===== src/include/fncs_pkg.sv =====
// package of constants for the fieldbus node configuration selector
package fncs_pkg;
  // switch and address limits
  localparam logic [6:0] ADDR_MAX = 7'h3f;      // highest switch-selectable node address
  localparam logic [3:0] RATE_SW_MAX = 4'h2;    // highest switch-selectable rate code
  localparam logic [3:0] DIGIT_MAX = 4'h9;      // decimal rotary switch top position
  // bit rate codes
  localparam logic [1:0] RATE_125K = 2'h0;      // 125 kbit/s
  localparam logic [1:0] RATE_250K = 2'h1;      // 250 kbit/s
  localparam logic [1:0] RATE_500K = 2'h2;      // 500 kbit/s
  // terminal rate command values in kbit/s
  localparam logic [9:0] KBPS_125 = 10'h07d;    // value 125
  localparam logic [9:0] KBPS_250 = 10'h0fa;    // value 250
  localparam logic [9:0] KBPS_500 = 10'h1f4;    // value 500
  // network object identifiers
  localparam logic [7:0] OBJ_CLASS_LINK = 8'h03; // link object class
  localparam logic [7:0] OBJ_ATTR_ADDR = 8'h01;  // stored node address attribute
  localparam logic [7:0] OBJ_ATTR_RATE = 8'h02;  // stored rate code attribute
  localparam logic [7:0] OBJ_CLASS_NVM = 8'h25;  // parameter store class
  localparam logic [7:0] OBJ_ATTR_SAVE = 8'h65;  // save-to-memory attribute
  // register byte offsets
  localparam logic [7:0] OFS_CMD = 8'h00;       // command: write triggers action
  localparam logic [7:0] OFS_OBJ = 8'h04;       // network object write
  localparam logic [7:0] OFS_PEND = 8'h08;      // pending (unsaved) parameters, read
  localparam logic [7:0] OFS_SAVED = 8'h0c;     // saved parameters, read
  localparam logic [7:0] OFS_ACTIVE = 8'h10;    // active configuration, read
  localparam logic [7:0] OFS_SWITCH = 8'h14;    // switches latched at restart, read
  // command codes in cmd[31:28]
  localparam logic [3:0] CMD_ADDR = 4'h1;       // node_address_set_command
  localparam logic [3:0] CMD_RATE = 4'h2;       // bit_rate_set_command
  localparam logic [3:0] CMD_SAVE = 4'h3;       // save parameters
  localparam logic [3:0] CMD_COLD = 4'h4;       // cold_restart_command
  // reset values of stored parameters
  localparam logic [5:0] ADDR_RESET = 6'h3f;    // stored address after power-up
  localparam logic [1:0] RATE_RESET = 2'h0;     // stored rate after power-up
  localparam logic [1:0] RESP_OKAY = 2'h0;      // axi okay
  localparam logic [1:0] RESP_SLVERR = 2'h2;    // axi slave error
  localparam logic [1:0] RESP_DECERR = 2'h3;    // axi decode error
endpackage


===== src/verilog/fncs_sync2.sv =====
// two-flop synchroniser for the switch inputs
`timescale 1ns/10ps
module fncs_sync2 #(
  parameter int WIDTH = 4
) (
  input wire logic aclk,               // system clock
  input wire logic aresetn,            // synchronous reset, active low
  input wire logic [WIDTH-1:0] d,      // asynchronous input
  output logic [WIDTH-1:0] q           // synchronised output
);
  logic [WIDTH-1:0] meta_reg; // first stage, read only by second

  // two stages, reset to zero
  always_ff @(posedge aclk)
  begin
    if (!aresetn)
    begin
      meta_reg <= '0;
      q <= '0;
    end
    else
    begin
      meta_reg <= d;
      q <= meta_reg;
    end
  end
endmodule


===== src/verilog/fncs_top.sv =====
// fieldbus node address and bit rate selector with axi4-lite registers
//
// Design decisions made here: the AXI4-Lite slave port and the register offsets.
`timescale 1ns/10ps
module fncs_top
  import fncs_pkg::*;
(
  input wire logic aclk,                  // 10 mhz clock
  input wire logic aresetn,               // synchronous reset, active low
  input wire logic [3:0] address_tens_switch,  // tens digit rotary switch
  input wire logic [3:0] address_units_switch, // units digit rotary switch
  input wire logic [3:0] rate_switch,     // bit rate rotary switch
  input wire logic [7:0] s_axi_awaddr,    // write address
  input wire logic s_axi_awvalid,         // write address valid
  output logic s_axi_awready,             // write address ready
  input wire logic [31:0] s_axi_wdata,    // write data
  input wire logic [3:0] s_axi_wstrb,     // write strobes
  input wire logic s_axi_wvalid,          // write data valid
  output logic s_axi_wready,              // write data ready
  output logic [1:0] s_axi_bresp,         // write response
  output logic s_axi_bvalid,              // write response valid
  input wire logic s_axi_bready,          // write response ready
  input wire logic [7:0] s_axi_araddr,    // read address
  input wire logic s_axi_arvalid,         // read address valid
  output logic s_axi_arready,             // read address ready
  output logic [31:0] s_axi_rdata,        // read data
  output logic [1:0] s_axi_rresp,         // read response
  output logic s_axi_rvalid,              // read valid
  input wire logic s_axi_rready,          // read ready
  output logic [5:0] node_address,        // active node address
  output logic [1:0] bit_rate_code,       // active rate code
  output logic config_valid               // high once a restart has loaded config
);
  // ------------------------------------------------------------
  // switch synchronisers
  // ------------------------------------------------------------
  logic [3:0] tens_s; // synchronised tens digit
  logic [3:0] units_s; // synchronised units digit
  logic [3:0] rate_s; // synchronised rate switch

  fncs_sync2 #(.WIDTH(12)) u_sync (
    .aclk(aclk),
    .aresetn(aresetn),
    .d({address_tens_switch, address_units_switch, rate_switch}),
    .q({tens_s, units_s, rate_s})
  );

  // ------------------------------------------------------------
  // state
  // ------------------------------------------------------------
  logic [5:0] pend_addr_reg; // written by command or object, not yet saved
  logic [1:0] pend_rate_reg; // pending rate code
  logic [5:0] saved_addr_reg; // non-volatile copy
  logic [1:0] saved_rate_reg; // non-volatile copy
  logic [3:0] lat_tens_reg; // tens digit latched at restart
  logic [3:0] lat_units_reg; // units digit latched at restart
  logic [3:0] lat_rate_reg; // rate switch latched at restart
  logic [5:0] act_addr_reg; // active address
  logic [1:0] act_rate_reg; // active rate
  logic act_addr_sw_reg; // address came from switches
  logic act_rate_sw_reg; // rate came from switches
  logic [1:0] load_cnt_reg; // restart sampling delay, lets synchronisers settle
  logic cfg_ok_reg; // configuration loaded

  // ------------------------------------------------------------
  // axi write channel
  // ------------------------------------------------------------
  logic aw_held_reg; // address taken, waiting for data
  logic w_held_reg; // data taken, waiting for address
  logic [7:0] awaddr_reg; // held write address
  logic [31:0] wdata_reg; // held write data
  logic bvalid_reg; // response pending
  logic [1:0] bresp_reg; // response code

  wire aw_fire = s_axi_awvalid && s_axi_awready; // address handshake
  wire w_fire = s_axi_wvalid && s_axi_wready; // data handshake
  wire wr_go = aw_held_reg && w_held_reg; // both halves present
  wire [31:0] wd = wdata_reg; // data being applied
  wire full_word = (s_axi_wstrb == 4'hf); // unused after capture; strobes ignored
  wire is_cmd = (awaddr_reg == OFS_CMD); // command register hit
  wire is_obj = (awaddr_reg == OFS_OBJ); // object register hit
  wire wr_mapped = is_cmd || is_obj; // writable offsets
  wire [3:0] cmd_code = wd[31:28]; // command code
  wire [9:0] cmd_val = wd[9:0]; // command argument
  wire [7:0] obj_class = wd[31:24]; // object class
  wire [7:0] obj_attr = wd[23:16]; // object attribute
  wire [7:0] obj_val = wd[7:0]; // object value
  // stored parameters may be written only when switches hand control to them
  wire addr_sw_over = !act_addr_sw_reg; // address switches hold a digit above 9 or a sum above 63
  wire rate_sw_over = !act_rate_sw_reg; // rate switch above 2
  // command decode
  wire c_addr = wr_go && is_cmd && cmd_code == CMD_ADDR && addr_sw_over
                && cmd_val <= {3'h0, ADDR_MAX};
  wire rate_125 = cmd_val == KBPS_125; // 125 requested
  wire rate_250 = cmd_val == KBPS_250; // 250 requested
  wire rate_500 = cmd_val == KBPS_500; // 500 requested
  wire c_rate = wr_go && is_cmd && cmd_code == CMD_RATE && rate_sw_over
                && (rate_125 || rate_250 || rate_500);
  wire c_save = wr_go && is_cmd && cmd_code == CMD_SAVE; // terminal save
  wire c_cold = wr_go && is_cmd && cmd_code == CMD_COLD; // cold restart
  // object decode
  wire o_addr = wr_go && is_obj && obj_class == OBJ_CLASS_LINK && obj_attr == OBJ_ATTR_ADDR
                && addr_sw_over && obj_val <= {1'b0, ADDR_MAX};
  wire o_rate = wr_go && is_obj && obj_class == OBJ_CLASS_LINK && obj_attr == OBJ_ATTR_RATE
                && rate_sw_over && obj_val <= {4'h0, RATE_SW_MAX};
  wire o_save = wr_go && is_obj && obj_class == OBJ_CLASS_NVM
                && obj_attr == OBJ_ATTR_SAVE;
  wire wr_ok = c_addr || c_rate || c_save || c_cold || o_addr || o_rate || o_save; // accepted
  wire [1:0] rate_from_cmd = rate_500 ? RATE_500K : (rate_250 ? RATE_250K : RATE_125K);
  wire [1:0] wr_resp = !wr_mapped ? RESP_DECERR : (wr_ok ? RESP_OKAY : RESP_SLVERR);

  assign s_axi_awready = !aw_held_reg && !bvalid_reg; // free slot for address
  assign s_axi_wready = !w_held_reg && !bvalid_reg; // free slot for data
  assign s_axi_bvalid = bvalid_reg;
  assign s_axi_bresp = bresp_reg;

  // capture address and data in either order, answer once both are held
  always_ff @(posedge aclk)
  begin
    if (!aresetn)
    begin
      aw_held_reg <= 1'b0;
      w_held_reg <= 1'b0;
      awaddr_reg <= 8'h00;
      wdata_reg <= 32'h0000_0000;
      bvalid_reg <= 1'b0;
      bresp_reg <= RESP_OKAY;
    end
    else
    begin
      if (aw_fire)
      begin
        aw_held_reg <= 1'b1;
        awaddr_reg <= {s_axi_awaddr[7:2], 2'b00};
      end
      if (w_fire)
      begin
        w_held_reg <= 1'b1;
        wdata_reg <= s_axi_wdata;
      end
      if (wr_go)
      begin
        aw_held_reg <= 1'b0;
        w_held_reg <= 1'b0;
        bvalid_reg <= 1'b1;
        bresp_reg <= wr_resp;
      end
      else if (bvalid_reg && s_axi_bready)
        bvalid_reg <= 1'b0;
    end
  end

  // ------------------------------------------------------------
  // parameter store: pending, saved, active
  // ------------------------------------------------------------
  // saved values survive a cold restart; only aresetn (power-up) resets them, to ADDR_RESET and RATE_RESET
  wire do_save = c_save || o_save;
  wire restart = c_cold || !cfg_ok_reg && load_cnt_reg == 2'h3; // load trigger
  wire tens_ok = lat_tens_reg <= DIGIT_MAX; // valid decimal digit
  wire units_ok = lat_units_reg <= DIGIT_MAX; // valid decimal digit
  wire [6:0] sw_addr = 7'(lat_tens_reg) * 7'd10 + 7'(lat_units_reg);
  wire addr_from_sw = tens_ok && units_ok && sw_addr <= ADDR_MAX;
  wire rate_from_sw = lat_rate_reg <= RATE_SW_MAX;

  always_ff @(posedge aclk)
  begin
    if (!aresetn)
    begin
      pend_addr_reg <= ADDR_RESET;
      pend_rate_reg <= RATE_RESET;
      saved_addr_reg <= ADDR_RESET;
      saved_rate_reg <= RATE_RESET;
    end
    else
    begin
      if (c_addr)
        pend_addr_reg <= cmd_val[5:0];
      else if (o_addr)
        pend_addr_reg <= obj_val[5:0];
      if (c_rate)
        pend_rate_reg <= rate_from_cmd;
      else if (o_rate)
        pend_rate_reg <= obj_val[1:0];
      if (do_save)
      begin
        saved_addr_reg <= pend_addr_reg;
        saved_rate_reg <= pend_rate_reg;
      end
    end
  end

  // restart sequence: latch switches, then pick the active source
  // the switch latch and the selection are one cycle apart, so the
  // selection uses the latch from the same restart
  logic sel_pend_reg; // selection due next cycle
  always_ff @(posedge aclk)
  begin
    if (!aresetn)
    begin
      load_cnt_reg <= 2'h0;
      cfg_ok_reg <= 1'b0;
      sel_pend_reg <= 1'b0;
      lat_tens_reg <= 4'h0;
      lat_units_reg <= 4'h0;
      lat_rate_reg <= 4'h0;
      act_addr_reg <= 6'h00;
      act_rate_reg <= RATE_125K;
      act_addr_sw_reg <= 1'b1;
      act_rate_sw_reg <= 1'b1;
    end
    else
    begin
      if (!cfg_ok_reg && load_cnt_reg != 2'h3)
        load_cnt_reg <= load_cnt_reg + 2'h1; // wait out synchroniser fill
      sel_pend_reg <= restart;
      if (restart)
      begin
        // switches are read here only, ignored while running
        lat_tens_reg <= tens_s;
        lat_units_reg <= units_s;
        lat_rate_reg <= rate_s;
        cfg_ok_reg <= 1'b0;
      end
      if (sel_pend_reg)
      begin
        act_addr_sw_reg <= addr_from_sw;
        act_rate_sw_reg <= rate_from_sw;
        act_addr_reg <= addr_from_sw ? sw_addr[5:0] : saved_addr_reg;
        act_rate_reg <= rate_from_sw ? lat_rate_reg[1:0] : saved_rate_reg;
        cfg_ok_reg <= 1'b1;
      end
    end
  end

  assign node_address = act_addr_reg;
  assign bit_rate_code = act_rate_reg;
  assign config_valid = cfg_ok_reg;

  // ------------------------------------------------------------
  // axi read channel
  // ------------------------------------------------------------
  logic rvalid_reg; // read data pending
  logic [31:0] rdata_reg; // read data
  logic [1:0] rresp_reg; // read response

  wire [7:0] ra = {s_axi_araddr[7:2], 2'b00}; // aligned read address
  wire r_pend = ra == OFS_PEND; // pending hit
  wire r_saved = ra == OFS_SAVED; // saved hit
  wire r_act = ra == OFS_ACTIVE; // active hit
  wire r_sw = ra == OFS_SWITCH; // switch hit
  wire r_zero = ra == OFS_CMD || ra == OFS_OBJ; // write-only, reads zero
  wire r_mapped = r_pend || r_saved || r_act || r_sw || r_zero; // known offset
  wire [31:0] rd_mux =
    r_pend ? {22'h0, pend_rate_reg, 2'h0, pend_addr_reg} :
    r_saved ? {22'h0, saved_rate_reg, 2'h0, saved_addr_reg} :
    r_act ? {19'h0, cfg_ok_reg, act_rate_sw_reg, act_addr_sw_reg, act_rate_reg,
             2'h0, act_addr_reg} :
    r_sw ? {20'h0, lat_rate_reg, lat_tens_reg, lat_units_reg} : 32'h0000_0000;

  assign s_axi_arready = !rvalid_reg; // one read at a time
  assign s_axi_rvalid = rvalid_reg;
  assign s_axi_rdata = rdata_reg;
  assign s_axi_rresp = rresp_reg;

  // register read data one cycle after the address is taken
  always_ff @(posedge aclk)
  begin
    if (!aresetn)
    begin
      rvalid_reg <= 1'b0;
      rdata_reg <= 32'h0000_0000;
      rresp_reg <= RESP_OKAY;
    end
    else if (s_axi_arvalid && !rvalid_reg)
    begin
      rvalid_reg <= 1'b1;
      rdata_reg <= rd_mux;
      rresp_reg <= r_mapped ? RESP_OKAY : RESP_DECERR;
    end
    else if (rvalid_reg && s_axi_rready)
      rvalid_reg <= 1'b0;
  end
endmodule


===== config.mk =====
export PLATFORM = sky130hd
export DESIGN_NAME = fncs_top
export DESIGN_NICKNAME = d
export VERILOG_FILES = /design/src/include/fncs_pkg.sv /design/src/verilog/fncs_sync2.sv /design/src/verilog/fncs_top.sv
export SDC_FILE = /design/constraint.sdc
export NUM_CORES = 1
export LEC_CHECK = 0
export ABC_AREA = 1
export BUFFER_PORTS_ARGS = -buffer_cell sky130_fd_sc_hd__buf_2
export CAP_MARGIN = 20
export CORE_MARGIN = 2
export CORE_UTILIZATION = 45
export DETAILED_ROUTE_END_ITERATION = 8
export GPL_TIMING_DRIVEN = 0
export PLACE_DENSITY_LB_ADDON = 0.12
export RECOVER_POWER = 25
export SLEW_MARGIN = 10
export SYNTH_ARGS = -nofsm -noshare
export SYNTH_HDL_FRONTEND = slang
export SYNTH_SLANG_ARGS = --single-unit

===== constraint.sdc =====
create_clock -name aclk -period 2.57 [get_ports aclk]
set_input_delay 0.257 -clock aclk [delete_from_list [all_inputs] [get_ports aclk]]
set_output_delay 0.257 -clock aclk [all_outputs]
set_load 0.02 [all_outputs]

After elaboration in Yosys (flattened, before gate mapping)
Cells that the tools add are included.

Bitwise gates (word level): 1. Multipliers: 1. Reductions and logical operators: 62. Add/sub/neg operators: 2. $lt $le $gt $ge: 7. Muxes and demuxes: 21. Equality and inequality tests: 20.

Operator list (count): 13-bit 2-to-1 mux (3); 1-bit logical AND (31); 6-bit 2-to-1 mux (3); 8-bit by 2-bit equality test with 1-bit output (second input constant) (2); 8-bit logical NOT (2); 1-bit logical OR (16); 2-bit 2-to-1 mux (7); 6-bit by 1-bit equality test with 1-bit output (second input constant) (2); 6-bit by 2-bit equality test with 1-bit output (second input constant) (2); 6-bit by 3-bit equality test with 1-bit output (second input constant) (2); 12-bit 2-to-1 mux (1); 10-bit by 7-bit equality test with 1-bit output (second input constant) (1); 10-bit by 8-bit equality test with 1-bit output (second input constant) (1); 10-bit by 9-bit equality test with 1-bit output (second input constant) (1); 10-bit by 6-bit less-or-equal comparator with 1-bit output (second input constant) (1); 2-bit nonzero test (5); 4-bit by 2-bit equality test with 1-bit output (second input constant) (2); 8-bit by 1-bit equality test with 1-bit output (second input constant) (1); 8-bit by 6-bit equality test with 1-bit output (second input constant) (1); 8-bit by 7-bit equality test with 1-bit output (second input constant) (1); 4-bit less-or-equal comparator (second input constant) (2); 8-bit by 2-bit less-or-equal comparator with 1-bit output (second input constant) (1); 8-bit by 6-bit less-or-equal comparator with 1-bit output (second input constant) (1); 7-bit by 4-bit adder with 7-bit output (1); other kinds (12) (24).

Flip-flop bits (word level): 144. Input port bits: 71.

Longest topological paths before layout
Word-level depth: 13. Mapped depth: 14. Gate-level depth less buffers: 14.

Modules after synthesis
From an unflattened synthesis, not the netlist that was laid out.

Cell total of the unflattened synthesis: 738. Area, all modules: 5411.4 µm².

Modules (own cells, without submodules): fncs_top (cells an instance 664, area each 4728.3 µm², times used 1); fncs_sync2 (cells an instance 74, area each 683.2 µm², times used 1).

Least setup slack after synthesis
OpenSTA, ideal clock, no wires.

Path type: register -> register. Start: register lat_tens_reg[3]. End: register act_addr_reg[5], in the netlist node_address[5]. Arrival: 2031 ps. Slack: 411 ps. Path buffers: 0. Data required time: 2442 ps. Cell stages (with the launch flop): 15. Setup time: 128 ps. Path through: dfxtp_1 ha_1 ha_1 inv_1 fa_1 inv_1 nand4_1 nand2_1 nand2_1 nand2_2 nand2_4 nand2_2 nor2_1 nor2_1 nor2_1.

Word-level cells in the longest chain between the ends: 5. Elaborated cells between the ends (all ways): 7. Classes of those cells: 1 x add/sub; 1 x mul; 2 x order compare; 1 x mux; 2 x reduce/logical.

Ends and longest elaborated chain: start: declaration (line fncs_top.sv:55) `logic [3:0] lat_tens_reg;`; start signal: assignment (line fncs_top.sv:219) `lat_tens_reg <= tens_s;`; 4-bit by 3-bit multiplier with 6-bit output (line fncs_top.sv:161) `wire [6:0] sw_addr = 7'(lat_tens_reg) * 7'd10 + 7'(lat_units_reg);`; 7-bit by 4-bit adder with 7-bit output (line fncs_top.sv:161); 7-bit by 6-bit less-or-equal comparator with 1-bit output (line fncs_top.sv:162) `wire addr_from_sw = tens_ok && units_ok && sw_addr <= ADDR_MAX;`; 1-bit logical AND (line fncs_top.sv:162); 6-bit 2-to-1 mux * (line fncs_top.sv:228) `act_addr_reg <= addr_from_sw ? sw_addr[5:0] : saved_addr_reg;`; end signal: assignment (line fncs_top.sv:228); end: declaration (line fncs_top.sv:58) `logic [5:0] act_addr_reg;`.

Every way passes the cells marked *; elsewhere a longest branch is shown, timed or not. A chain may end at the register's enable or synchronous reset.

Worst setup path after layout
Same ends and word-level chain as after synthesis.

==> results.txt <==
Hold_buf cts: 0
Worst reg2reg path depth: 14
Max Fclk: 432 MHz
Via density: 4.92
Startpoint Class: register
Minimum clock period: 2.31 ns
Skew final: 0.00813 ns
First-pass GRT wire length: 21500 µm
Clock slew at reported path FFs: 0.05 ns
DRT iter0 DRCs: 223
P per Cell Area: 809 nW/µm²
Yosys warns: 0
Most frequent cells in the layout: 140 x nand2_1, 116 x dfxtp_1, 90 x nor2_1
Syn-to-layout area delta: 23.9%
Initial cell density of the core: 46.4%
Rows: 39
Die area: 12700 µm²
Hold Path Stages: 3
RSZ-0062 raised after global routing: no
Total iterations of the first detailed-routing run: 5
Setup violators final: 0
Layout cell share with drive strength beyond 1: 19.6%
CTS resizes: 0
Commonest non-fill, non-tap cell in the layout: nand2_1
Skew-Pair Late Insertion Delay: 0.42 ns
Leakage power: 3.19 nW
Clock tree buffer depth: 2
Core Box Area: 11500 µm²
CTS root buf: clkbuf_16
Setup repair bufs after CTS: 0
I/O pin total: 121
Synth cell types: 45
Sequential area share after synthesis: 44.4%
Worst R2R Setup Slack: 0.26 ns
Die height: 113 µm
Clock Sinks: 118
Primary FF master, synth: dfxtp_1
Avg WL per Cell: 13.2 µm
Endpoints failing hold: 0
Hold Crit Start: rate_switch[2]
Die X: 113 µm
Sink of the worst hold path: u_sync.meta_reg[2]
Detail Placement HPWL: 10100 µm
Worst EP required: 2.85 ns
Clock power frac: 44.5%
Cell Area, Placed: 6010 µm²
RePlAce Congestion: 0.850
Final period util: 90.0%
Max cap viols: 0
Syn_area_per_cell: 7.42 µm²
Measured slew at the worst slew-check pin: 0.582 ns
Worst r2r src: lat_tens_reg[3]
Status: finished, final reports clean
Hold crit path type: primary input to register
Final WS setup: 0.256 ns
Detail Route Antenna Nets: 0
Worst r2r dst: node_address[5]
Fraction of registers with async set/reset: 0%
H-tree depth: 4
Initial antenna violation count: 0
GRT overflow: 0
Crit Path Max Fanout: 7
CTS tree: built
Slew headroom: 61.2%
Seq pwr share: 39.7%
Final Cell Area: 6600 µm²
Post-Synthesis Cell Area: 5330 µm²
CP Class: register to register
Final wirelength: 13100 µm
Slew Limit Fails: 0
CP Capture Type: register
Final-stage net count: 923
Pint: 3.88 mW
Ant diodes: 0
Count of input and output buffers: 87
Pre-CTS setup slack: 0.161 ns
Post-synth EDFFs: 0
Fin Setup TNS: 0 ns
NetSw: 1.46 mW
Logic pwr share: 15.8%
Hold WS: 0.0283 ns
IR drop worst, VDD: 0.000581 V
Number of buffers created by CTS: 17
Number of global-route vias before repair: 4595
Gate Count Post-Synth: 718
Global Route Usage Sum: 21.4%
Largest net degree at the start of global routing: 17
Filler cells: 1117
Worst EP arrival: 2.59 ns
Routed vias: 4915
Switch share: 27.4%
Max reg flops: 26
Final routed DRC violation total: 0
Number of synthesized register bits: 118
-- worst max-delay path, cell delays in order, from the launching register on --
cell     delay, ns
dfxtp_2       0.40
ha_1          0.26
ha_1          0.19
inv_1         0.06
fa_1          0.40
inv_1         0.11
nand3_1       0.12
nand2_1       0.09
nand2_1       0.06
nand2_2       0.13
nand2_4       0.10
nand2_2       0.08
nor2_1        0.04
nor2_1        0.10
nor2_1        0.05
-- synthesized netlist by cell type, types with 4 or more instances --
cell	count	share of area (%)
clkbuf_1	15	1.1
a22oi_1	4	0.56
a31oi_1	4	0.47
inv_1	88	6.2
nor3_1	5	0.47
buf_4	20	2.8
nand2_2	7	0.82
nor2_1	89	6.3
o211ai_1	8	1.1
o21ai_1	8	0.75
nand3_1	35	3.3
buf_2	4	0.38
a21oi_1	59	5.5
inv_2	6	0.42
nand4_1	7	0.82
nand2_1	140	9.9
dfxtp_1	118	44
ha_1	8	1.9
o21ai_0	50	4.7
nor2_2	4	0.47
-- worst max path at each step --
stage                               start         endpoint  slack, ns  cells after the start
after global routing      lat_tens_reg[1]  node_address[5]       0.03                     14
after detailed placement  lat_tens_reg[3]  node_address[5]       0.16                     14
after floorplan           lat_tens_reg[3]  node_address[5]       0.41                     14
after global placement    lat_tens_reg[3]  node_address[5]       0.23                     14
final                     lat_tens_reg[3]  node_address[5]       0.26                     14
after CTS                 lat_tens_reg[3]  node_address[5]       0.15                     14
-- through the flow --
stage / utilization (%) / instances / total power, mW
floorplan: - / 736 / 2.74
global placement: 52.4 / 966 / 2.96
detailed placement: 52.4 / 966 / 3.00
CTS: 57.7 / 998 / 5.37
global route: 57.6 / 998 / 5.59
finish: 57.6 / 998 / 5.34
-- layer usage --
metal  up-vias  global-route usage [%]  wire length, µm  part of all wire, %
li1       2522                       -                -                    -
met4         0                    6.26              161                  1.2
met3        18                    5.41              894                  6.8
met2       155                    34.3             5870                   45
met5         -                       0                0                    0
met1      2220                    28.6             6210                   47
-- layout make-up --
cell class	instances	area, µm²	share of cell area [%]
Clock buffer	25	515	7.81
Multi-Input combinational cell	480	2410	36.5
Timing Repair Buffer	87	423	6.41
Sequential cell	118	2360	35.8
Tap cell	143	179	2.71
Clock inverter	7	91.3	1.38
Buffer	43	263	3.98
Inverter	95	357	5.40
-- logic make-up (layout without fill, tap and decap cells) --
group / after synthesis / count (layout) / synth area share [%]
xor+xnor: 3 / 3 / 0.494
other cells: 1 / 19 / 0.0704
compound gates: 145 / 145 / 15.2
simple gates: 303 / 303 / 25.6
fa+ha+maj: 10 / 10 / 2.63
buf+inv: 138 / 257 / 11.7
flops: 118 / 118 / 44.4
-- power by group through the flow --
stage	registers [mW]	logic, mW	clock network (mW)
final	2.12	0.844	2.37
after global routing	2.14	0.961	2.49
after CTS	2.12	0.849	2.40
after detailed placement	2.15	0.845	0
after global placement	2.15	0.814	0
after floorplan	2.14	0.604	0
No activity file was read; power rests on OpenSTA's default activity.
